File: config.mk
export PLATFORM = sky130hd
export DESIGN_NAME = vga_frame_address_mapper
export DESIGN_NICKNAME = d
export VERILOG_FILES = /design/src/core/vga_map_pkg.sv /design/src/core/frame_addr_reorder.sv /design/src/core/vga_frame_address_mapper.sv
export SDC_FILE = /design/constraint.sdc
export NUM_CORES = 1
export LEC_CHECK = 0
export BUFFER_PORTS_ARGS = -buffer_cell sky130_fd_sc_hd__buf_2
export CORE_ASPECT_RATIO = 0.7
export CORE_MARGIN = 8
export CORE_UTILIZATION = 40
export DETAILED_ROUTE_END_ITERATION = 12
export PLACE_DENSITY = 0.83
export SLEW_MARGIN = 5
export SYNTH_ARGS = -nofsm -noshare
export SYNTH_HDL_FRONTEND = slang
export SYNTH_SLANG_ARGS = --single-unit
File: constraint.sdc
create_clock -name aclk -period 2.7 [get_ports aclk]
set_input_delay 0 -clock aclk [delete_from_list [all_inputs] [get_ports aclk]]
set_output_delay 0 -clock aclk [all_outputs]
set_load 0.005 [all_outputs]
File: src/core/vga_map_pkg.sv
// constants for the frame address mapper and its register slave
package vga_map_pkg;
    // ***********************************************
    // register map (byte addresses)
    // ***********************************************
    localparam int ADDR_W = 4;
    localparam logic [3:0] OFF_UNDERLINE = 4'h0;
    localparam logic [3:0] OFF_MODE_CTRL = 4'h4;
    localparam logic [3:0] OFF_MAPPED = 4'h8;
    // ***********************************************
    // field positions
    // ***********************************************
    localparam int UL_DWORD_BIT = 6;
    localparam int MODE_COMPAT_BIT = 0;
    localparam int MODE_ROWSCAN_BIT = 1;
    localparam int MODE_WRAP_BIT = 5;
    localparam int MODE_BYTEWORD_BIT = 6;
    // ***********************************************
    // reset values: byte mode, no substitution
    // ***********************************************
    localparam logic [7:0] UNDERLINE_RST = 8'h00;
    localparam logic [7:0] MODE_CTRL_RST = 8'h43;
    localparam logic [7:0] UNDERLINE_MASK = 8'h40;
    localparam logic [7:0] MODE_CTRL_MASK = 8'h63;
    // ***********************************************
    // bus answers
    // ***********************************************
    localparam logic [1:0] RESP_OKAY = 2'h0;
    localparam logic [1:0] RESP_SLVERR = 2'h2;
endpackage

File: src/core/frame_addr_reorder.sv
// combinational reorder and row-scan substitution of the counter address
`timescale 1ns/1ps
module frame_addr_reorder (
    // counters
    input wire logic [15:0] addr_count,
    input wire logic [1:0] row_scan_bit,
    // mode selects
    input wire logic dword_sel,
    input wire logic byte_word_sel,
    input wire logic wrap_sel,
    input wire logic compat_sel,
    input wire logic row_scan_sel,
    // results
    output logic [15:0] reordered_addr_bit,
    output logic [15:0] decoder_addr_input
);
    // ***********************************************
    // addressing mode reorder
    // ***********************************************
    logic [15:0] word_addr;
    logic [15:0] dword_addr;
    assign word_addr = {addr_count[14:0], wrap_sel ? addr_count[15] : addr_count[13]};
    assign dword_addr = {addr_count[13:0], addr_count[13:12]};
    assign reordered_addr_bit = dword_sel ? dword_addr
                              : (byte_word_sel ? addr_count : word_addr);
    // ***********************************************
    // row-scan substitution, after the reorder
    // ***********************************************
    // substitute after reorder
    assign decoder_addr_input[12:0] = reordered_addr_bit[12:0];
    assign decoder_addr_input[15] = reordered_addr_bit[15];
    assign decoder_addr_input[13] = compat_sel ? reordered_addr_bit[13] : row_scan_bit[0];
    assign decoder_addr_input[14] = row_scan_sel ? reordered_addr_bit[14] : row_scan_bit[1];
endmodule // frame_addr_reorder

File: src/core/vga_frame_address_mapper.sv
// frame address mapper with its mode registers on an axi4-lite slave
// Contract
// - reorder first, then substitute, then drive
// - byte mode passes all sixteen bits
// - word wrap high: bit0 from bit 15
// - word wrap low: bit0 from bit 13
// - dword: bits 12,13 low, shift two
// - only bits 13 and 14 replaced
// - other decoder bits equal reordered bits
// - compat select 0 puts row scan 0
// - row-scan select 0 puts row scan 1
`timescale 1ns/1ps
module vga_frame_address_mapper (
    // clock and reset
    input wire logic aclk,
    input wire logic aresetn,
    // write address and data
    input wire logic awvalid,
    output logic awready,
    input wire logic [vga_map_pkg::ADDR_W-1:0] awaddr,
    input wire logic [2:0] awprot,
    input wire logic wvalid,
    output logic wready,
    input wire logic [31:0] wdata,
    input wire logic [3:0] wstrb,
    // write response
    output logic bvalid,
    input wire logic bready,
    output logic [1:0] bresp,
    // read address
    input wire logic arvalid,
    output logic arready,
    input wire logic [vga_map_pkg::ADDR_W-1:0] araddr,
    input wire logic [2:0] arprot,
    // read data
    output logic rvalid,
    input wire logic rready,
    output logic [31:0] rdata,
    output logic [1:0] rresp,
    // character-clocked counters
    input wire logic [15:0] addr_count,
    input wire logic [1:0] row_scan_bit,
    // to the frame buffer decoder
    output logic [15:0] decoder_addr_input
);
    // ***********************************************
    // mode registers
    // ***********************************************
    logic [7:0] underline_location_reg;
    logic [7:0] crtc_mode_control_reg;
    logic [15:0] reordered_addr_bit;
    wire dword_sel = underline_location_reg[vga_map_pkg::UL_DWORD_BIT];
    wire byte_word_sel = crtc_mode_control_reg[vga_map_pkg::MODE_BYTEWORD_BIT];
    wire wrap_sel = crtc_mode_control_reg[vga_map_pkg::MODE_WRAP_BIT];
    wire compat_sel = crtc_mode_control_reg[vga_map_pkg::MODE_COMPAT_BIT];
    wire row_scan_sel = crtc_mode_control_reg[vga_map_pkg::MODE_ROWSCAN_BIT];

    // ***********************************************
    // write channel
    // ***********************************************
    // both address and data must be present; one write in flight
    wire wr_take = awvalid && wvalid && !awready && !bvalid;
    wire wr_ul = awaddr == vga_map_pkg::OFF_UNDERLINE;
    wire wr_mode = awaddr == vga_map_pkg::OFF_MODE_CTRL;
    wire wr_lane0 = wstrb[0];
    // unused field bits forced to zero so reads show only live selects
    wire [7:0] next_underline = wdata[7:0] & vga_map_pkg::UNDERLINE_MASK;
    wire [7:0] next_mode = wdata[7:0] & vga_map_pkg::MODE_CTRL_MASK;
    wire [1:0] next_bresp = (wr_ul || wr_mode) ? vga_map_pkg::RESP_OKAY
                                               : vga_map_pkg::RESP_SLVERR;

    always_ff @(posedge aclk) begin
        if (!aresetn) begin
            awready <= 1'b0;
            wready <= 1'b0;
            bvalid <= 1'b0;
            bresp <= vga_map_pkg::RESP_OKAY;
        end else begin
            awready <= wr_take;
            wready <= wr_take;
            if (wr_take) begin
                bvalid <= 1'b1;
                bresp <= next_bresp;
            end else if (bready) begin
                bvalid <= 1'b0;
            end
        end
    end

    always_ff @(posedge aclk) begin
        if (!aresetn) begin
            underline_location_reg <= vga_map_pkg::UNDERLINE_RST;
            crtc_mode_control_reg <= vga_map_pkg::MODE_CTRL_RST;
        end else if (wr_take && wr_lane0) begin
            if (wr_ul) begin
                underline_location_reg <= next_underline;
            end
            if (wr_mode) begin
                crtc_mode_control_reg <= next_mode;
            end
        end
    end

    // ***********************************************
    // read channel
    // ***********************************************
    wire rd_take = arvalid && !arready && !rvalid;
    wire rd_ul = araddr == vga_map_pkg::OFF_UNDERLINE;
    wire rd_mode = araddr == vga_map_pkg::OFF_MODE_CTRL;
    wire rd_mapped = araddr == vga_map_pkg::OFF_MAPPED;
    wire rd_hit = rd_ul || rd_mode || rd_mapped;
    // the mapped word is the live decoder value at the take edge
    wire [31:0] next_rdata = rd_ul ? {24'h000000, underline_location_reg}
                           : rd_mode ? {24'h000000, crtc_mode_control_reg}
                           : rd_mapped ? {16'h0000, decoder_addr_input}
                           : 32'h00000000;
    wire [1:0] next_rresp = rd_hit ? vga_map_pkg::RESP_OKAY : vga_map_pkg::RESP_SLVERR;

    always_ff @(posedge aclk) begin
        if (!aresetn) begin
            arready <= 1'b0;
            rvalid <= 1'b0;
            rdata <= 32'h00000000;
            rresp <= vga_map_pkg::RESP_OKAY;
        end else begin
            arready <= rd_take;
            if (rd_take) begin
                rvalid <= 1'b1;
                rdata <= next_rdata;
                rresp <= next_rresp;
            end else if (rready) begin
                rvalid <= 1'b0;
            end
        end
    end

    // ***********************************************
    // address path
    // ***********************************************
    // decoder output is left unregistered so the mapped address
    // lands in the same cycle as the counter value
    // same-cycle mapping
    frame_addr_reorder u_reorder (
        .addr_count(addr_count),
        .row_scan_bit(row_scan_bit),
        .dword_sel(dword_sel),
        .byte_word_sel(byte_word_sel),
        .wrap_sel(wrap_sel),
        .compat_sel(compat_sel),
        .row_scan_sel(row_scan_sel),
        .reordered_addr_bit(reordered_addr_bit),
        .decoder_addr_input(decoder_addr_input)
    );

    wire byte_mode = !dword_sel && byte_word_sel;
    wire word_mode = !dword_sel && !byte_word_sel;
endmodule // vga_frame_address_mapper

==> results.py, run 1 <==
metrics = {
    "status": {
        "outcome": "finished, final reports clean",
    },
    "floorplanning": {
        "die-area_um2": 6180,
        "die_h_um": 68.2,
        "fp-row-count": 19,
        "start_util": 0.407,
        "coreArea_um2": 3830,
        "pin_count": 132,
        "die_w_um": 90.6,
    },
    "clocking": {
        "h-tree-depth": 1,
        "clock_sinks": 27,
        "ctsHoldBuffers": 4,
        "clkLatencyLatePin_ns": 0.27,
        "cts_buffer_depth": 2,
        "cts_tree": "built",
        "numCtsBuffers": 3,
        "clock-root-buffer": "clkbuf_8",
        "cts_setup_buffers": 0,
        "clkTransAtPathRegs_ns": 0.10,
        "cts_resized": 0,
    },
    "layout": {
        "final_common_cell": "buf_2",
        "antenna_cells_inserted": 0,
        "syn_to_final_growth_pct": 26.0,
        "final_cell_mix": "buf_2 (76), dfxtp_1 (27), nand2_1 (20), conb_1 (18), mux2i_1 (17)",
        "fin_nets": 323,
        "drive_above_1_share": 0.393,
        "largest_reg_flops": 16,
    },
    "yosys": {
        "seq_area_frac_synth": 0.347,
        "synth_area_um2": 1560,
        "yosysUniqueCellTypes": 37,
        "ys_ff_latch": 27,
        "yosys_warnings": 0,
        "syn_inst": 172,
        "synth.avg_cell_area_um2": 9.06,
    },
    "global_routing": {
        "grt_pass1_vias": 1521,
        "met3_usage": 0.0526,
        "grt_max_degree": 26,
        "busiest_layer": "met2",
        "antenna_found_initial": 0,
        "met2_usage": 0.249,
        "grt_pass1_wl_mm": 7.02,
        "grt_usage": 0.137,
        "grt-ovfl-total": 0,
        "grtUsageMet1": 0.158,
    },
    "sta": {
        "finalSetupViolations": 0,
        "finalHoldViolations": 0,
        "rsz0062_at_grt": "no",
        "finalCritPeriodShare": 0.703,
        "slew_viol_final": 0,
        "finalCriticalPeriod_ns": 1.90,
        "worst_clock_skew_ns": 0.00550,
        "fmax_ghz": 0.527,
        "timing.hold.ws_ns": 0.00625,
        "tns_ns": 0,
        "tightestPinTransition_ns": 0.829,
        "slew_headroom": 0.446,
    },
    "power_and_ir_drop": {
        "irDropWorstVdd_uv": 381,
        "leakagePower_nw": 1.05,
        "powerDensity_nw_per_um2": 402,
    },
    "flow_run": {
        "maxCapViolations": 0,
    },
    "placed_design": {
        "dpl.hpwl_mm": 3.53,
        "routabilityCongestion": 0.758,
        "numPortBuffers": 76,
    },
    "setup_path": {
        "endpoint_kind": "output port",
        "critPathLaunchType": "flip-flop",
        "worstSetupPathType": "flip-flop to output port",
        "reg2reg_slack_ns": 0.90,
        "cp.required_ns": 2.70,
        "arrival_ns": 1.90,
        "cp_max_fo": 18,
    },
    "detailed_routing": {
        "dr.pass1.iters": 4,
        "vias": 1463,
        "routed_wl_mm": 4.33,
        "wire_per_inst_um": 14.5,
        "drc": 0,
        "viasPerCell": 4.89,
        "drtIter0Drc": 55,
        "ant_nets": 0,
    },
    "hold_path": {
        "hold_class": "primary input to flip-flop",
    },
}
==> layer usage <==
layer / routed length [µm] / share of wire / up-vias
met4: 8 / 0.0018 / 0
met5: 0 / 0 / -
met3: 374 / 0.086 / 2
li1: - / - / 726
met2: 2060 / 0.48 / 56
met1: 1890 / 0.44 / 679
==> cell type report <==
| cell class | count | area (µm²) |
|---|---|---|
| Clock buffer | 3 | 41.3 |
| Clock inverter | 1 | 7.51 |
| Fill cell | 387 | 1860 |
| Inverter | 4 | 15.0 |
| Multi-Input combinational cell | 129 | 851 |
| Sequential cell | 27 | 541 |
| Tap cell | 52 | 65.1 |
| Timing Repair Buffer | 83 | 443 |
==> worst max-delay path: stages (launching register included) <==
cell	delay, ns
dfxtp_1	0.87
buf_4	0.28
mux2i_1	0.07
o21ai_0	0.23
buf_2	0.17
==> cells by family (layout without fill, tap and decap cells) <==
group / Yosys count / count (layout) / synth area share
other: 1 / 18 / 0.00241
flip-flops: 27 / 27 / 0.347
AO/OA/AOI/OAI: 46 / 46 / 0.210
AND/OR/NAND/NOR: 47 / 47 / 0.177
multiplexers: 18 / 18 / 0.116
buffers and inverters: 33 / 91 / 0.148
==> synthesized netlist by cell type <==
library cell	n	share of area
a21oi_1	6	0.019
o211a_1	1	0.0064
nor4_4	1	0.014
nand2_1	20	0.048
a22o_2	8	0.051
a31o_2	1	0.0056
a21o_1	1	0.0048
nor4b_2	1	0.0096
clkbuf_1	4	0.0096
o21ai_0	13	0.042
a22oi_1	2	0.0096
mux2i_1	17	0.11
nand4_1	1	0.0040
a21boi_0	1	0.0048
nor3_1	2	0.0064
nand2b_1	1	0.0040
or3b_1	2	0.011
a211oi_1	4	0.019
nand4b_1	1	0.0056
or2b_1	1	0.0048
o22ai_1	2	0.0080
conb_1	1	0.0024
nor2b_1	7	0.028
a22o_1	5	0.028
and4bb_2	1	0.0080
nor2_1	4	0.0096
and2_1	2	0.0080
mux2_2	1	0.0072
buf_2	1	0.0032
a2111oi_0	1	0.0056
buf_4	20	0.096
dfxtp_1	27	0.35
inv_1	4	0.0096
buf_6	4	0.029
nor3b_1	2	0.0096
and2_4	1	0.0056
o21a_1	1	0.0048
==> per-stage QoR <==
stage,setup WS [ns],instances,power [mW],util,cell area (µm²)
floorplan,1.13,189,0.512,-,1620
global placement,0.971,291,0.553,0.490,1870
detailed placement,0.916,291,0.557,0.490,1870
CTS,0.787,299,0.803,0.513,1960
global route,0.634,299,0.834,0.513,1960
finish,0.801,299,0.788,0.513,1960
==> path summary, 6_finish.rpt <==
path,startpoint,to,cells past startpoint
hold / removal,aresetn,crtc_mode_control_reg[6],2
setup / recovery,crtc_mode_control_reg[6],decoder_addr_input[7],4
hold reg to reg,rdata[5],rdata[5],2
setup reg to reg,crtc_mode_control_reg[6],rdata[10],4
==> power breakdown <==
group	total [mW]	switching, mW	internal (mW)
clock	0.236	0.131	0.105
sequential	0.415	0.00610	0.409
combinational	0.137	0.0724	0.0648
Note: power is estimated with default switching activity, not from simulation.
==> run 2, diff against run 1 <==
--- a/config.mk
+++ b/config.mk
@@ -8,9 +8,9 @@
 export BUFFER_PORTS_ARGS = -buffer_cell sky130_fd_sc_hd__buf_2
 export CORE_ASPECT_RATIO = 0.7
 export CORE_MARGIN = 8
-export CORE_UTILIZATION = 40
+export CORE_UTILIZATION = 35
 export DETAILED_ROUTE_END_ITERATION = 12
-export PLACE_DENSITY = 0.83
+export PLACE_DENSITY = 0.77
 export SLEW_MARGIN = 5
 export SYNTH_ARGS = -nofsm -noshare
 export SYNTH_HDL_FRONTEND = slang
==> constraint.sdc (replaced) <==
create_clock -name aclk -period 1.7 [get_ports aclk]
set_input_delay 0 -clock aclk [delete_from_list [all_inputs] [get_ports aclk]]
set_output_delay 0 -clock aclk [all_outputs]
set_load 0.005 [all_outputs]
==> results.py, run 2 (same netlist as run 1, synthesis figures left out) <==
metrics = {
    "status": {
        "outcome": "finished, final reports clean",
    },
    "clocking": {
        "cts_tree": "built",
        "cts_setup_buffers": 0,
        "numCtsBuffers": 3,
        "cts_buffer_depth": 2,
        "clock_sinks": 27,
        "h-tree-depth": 1,
        "clkLatencyLatePin_ns": 0.28,
        "clock-root-buffer": "clkbuf_8",
        "clkTransAtPathRegs_ns": 0.10,
    },
    "detailed_routing": {
        "routed_wl_mm": 4.56,
        "dr.pass1.iters": 4,
        "ant_nets": 0,
        "viasPerCell": 4.80,
        "wire_per_inst_um": 15.1,
        "drc": 0,
        "vias": 1455,
        "drtIter0Drc": 50,
    },
    "layout": {
        "drive_above_1_share": 0.395,
        "syn_to_final_growth_pct": 27.6,
        "fillCellCount": 459,
        "antenna_cells_inserted": 0,
        "register_area_um2": 541,
        "fin_nets": 324,
        "largest_reg_flops": 16,
        "final_cell_mix": "buf_2 (76), dfxtp_1 (27), nand2_1 (20), conb_1 (18), mux2i_1 (17)",
        "final_core_util": 0.462,
        "final_common_cell": "buf_2",
        "multi_input_area_um2": 851,
    },
    "sta": {
        "worst_clock_skew_ns": 0.00304,
        "finalSetupViolations": 0,
        "fmax_ghz": 0.619,
        "slew_viol_final": 0,
        "tns_ns": 0,
        "finalCriticalPeriod_ns": 1.62,
        "finalCritPeriodShare": 0.951,
        "finalHoldViolations": 0,
        "rsz0062_at_grt": "no",
    },
    "global_routing": {
        "grt-ovfl-total": 0,
        "grt_max_degree": 22,
        "grt_usage": 0.134,
        "antenna_found_initial": 0,
        "grt_pass1_wl_mm": 7.33,
        "grt_pass1_vias": 1478,
    },
    "power_and_ir_drop": {
        "seqPwrFrac": 0.521,
        "share_comb_of_total_power": 0.175,
        "clkPwrFrac": 0.305,
        "switchingPower_mw": 0.345,
        "p_int_mw": 0.921,
        "swShare": 0.273,
        "powerDensity_nw_per_um2": 637,
        "leakagePower_nw": 1.07,
        "irDropWorstVdd_uv": 313,
    },
    "setup_path": {
        "cp.required_ns": 1.89,
        "critPathLaunchType": "flip-flop",
        "endpoint_kind": "flip-flop",
        "arrival_ns": 1.80,
        "worstSetupPathType": "flip-flop to flip-flop",
        "cp_max_fo": 15,
    },
    "placed_design": {
        "numPortBuffers": 76,
        "routabilityCongestion": 0.782,
        "dpl.hpwl_mm": 3.71,
    },
    "floorplanning": {
        "die_h_um": 71.8,
        "fp-row-count": 20,
        "coreArea_um2": 4300,
        "pin_count": 132,
        "start_util": 0.362,
        "die-area_um2": 6880,
        "die_w_um": 95.7,
    },
    "hold_path": {
        "hold_class": "primary input to flip-flop",
    },
    "flow_run": {
        "maxCapViolations": 0,
    },
}
## run 2: cell count changes in the layout (fill, tap and decap cells not counted)
cell,previous run,this run
buf_12,0,1
## run 2: repair_timing
item                                   in CTS  in global routing
setup endpoints to repair                   0                  0
hold buffers                                4                  0
resized for setup                           0                  0
endpoints found under the hold margin       5                  0
## run 2: worst paths after layout
path / cells past startpoint / slack, ns / startpoint / end
worst max-delay path: 4 / 0.08 / rvalid / rdata[0]
worst min-delay path: 3 / 0.01 / bready / bvalid
worst max register to register: 4 / 0.08 / rvalid / rdata[0]
worst min register to register: 2 / 0.44 / rdata[5] / rdata[5]
## run 2: routing by layer
| metal | wire (µm) | part of all wire | global-route usage | vias to the layer above |
|---|---|---|---|---|
| met5 | 0 | 0 | 0 | - |
| met4 | 26 | 0.0057 | 0.0221 | 0 |
| met3 | 412 | 0.090 | 0.0459 | 2 |
| met2 | 2110 | 0.46 | 0.221 | 62 |
| met1 | 2020 | 0.44 | 0.166 | 665 |
| li1 | - | - | - | 726 |
## run 2: power by group through the flow
stage | clock network (mW) | registers [mW] | logic (mW)
5_1_grt | 0.422 | 0.662 | 0.246
3_5_place_dp | 0 | 0.674 | 0.214
2_1_floorplan | 0 | 0.675 | 0.139
6_report | 0.386 | 0.659 | 0.221
4_1_cts | 0.408 | 0.659 | 0.222
3_3_place_gp | 0 | 0.673 | 0.209
## run 2: critical path, stage by stage, from the launching register on
cell,delay [ns]
dfxtp_1,0.34
or3b_1,0.52
and2_4,0.29
a22o_1,0.24
a21o_1,0.14
## run 2: cell type report
class | instances | share of cell area
well taps | 55 | 0.0346
flip-flops and latches | 27 | 0.272
clock buffers | 3 | 0.0208
repair buffers | 84 | 0.233
multi-input cells | 129 | 0.428
clock inverters | 1 | 0.00378
inverters | 4 | 0.00756
## run 2: stage by stage
stage	hold WS (ns)	std cells	cell area [µm²]	power [mW]	setup WS, ns
4_1_cts	0.00490	303	1990	1.29	0.0846
5_1_grt	0.0275	303	1990	1.33	0.00199
3_3_place_gp	0.211	295	1900	0.882	0.105
3_5_place_dp	0.217	295	1900	0.888	0.0926
2_1_floorplan	0.115	189	1620	0.814	0.130
6_report	0.0137	303	1990	1.27	0.0832
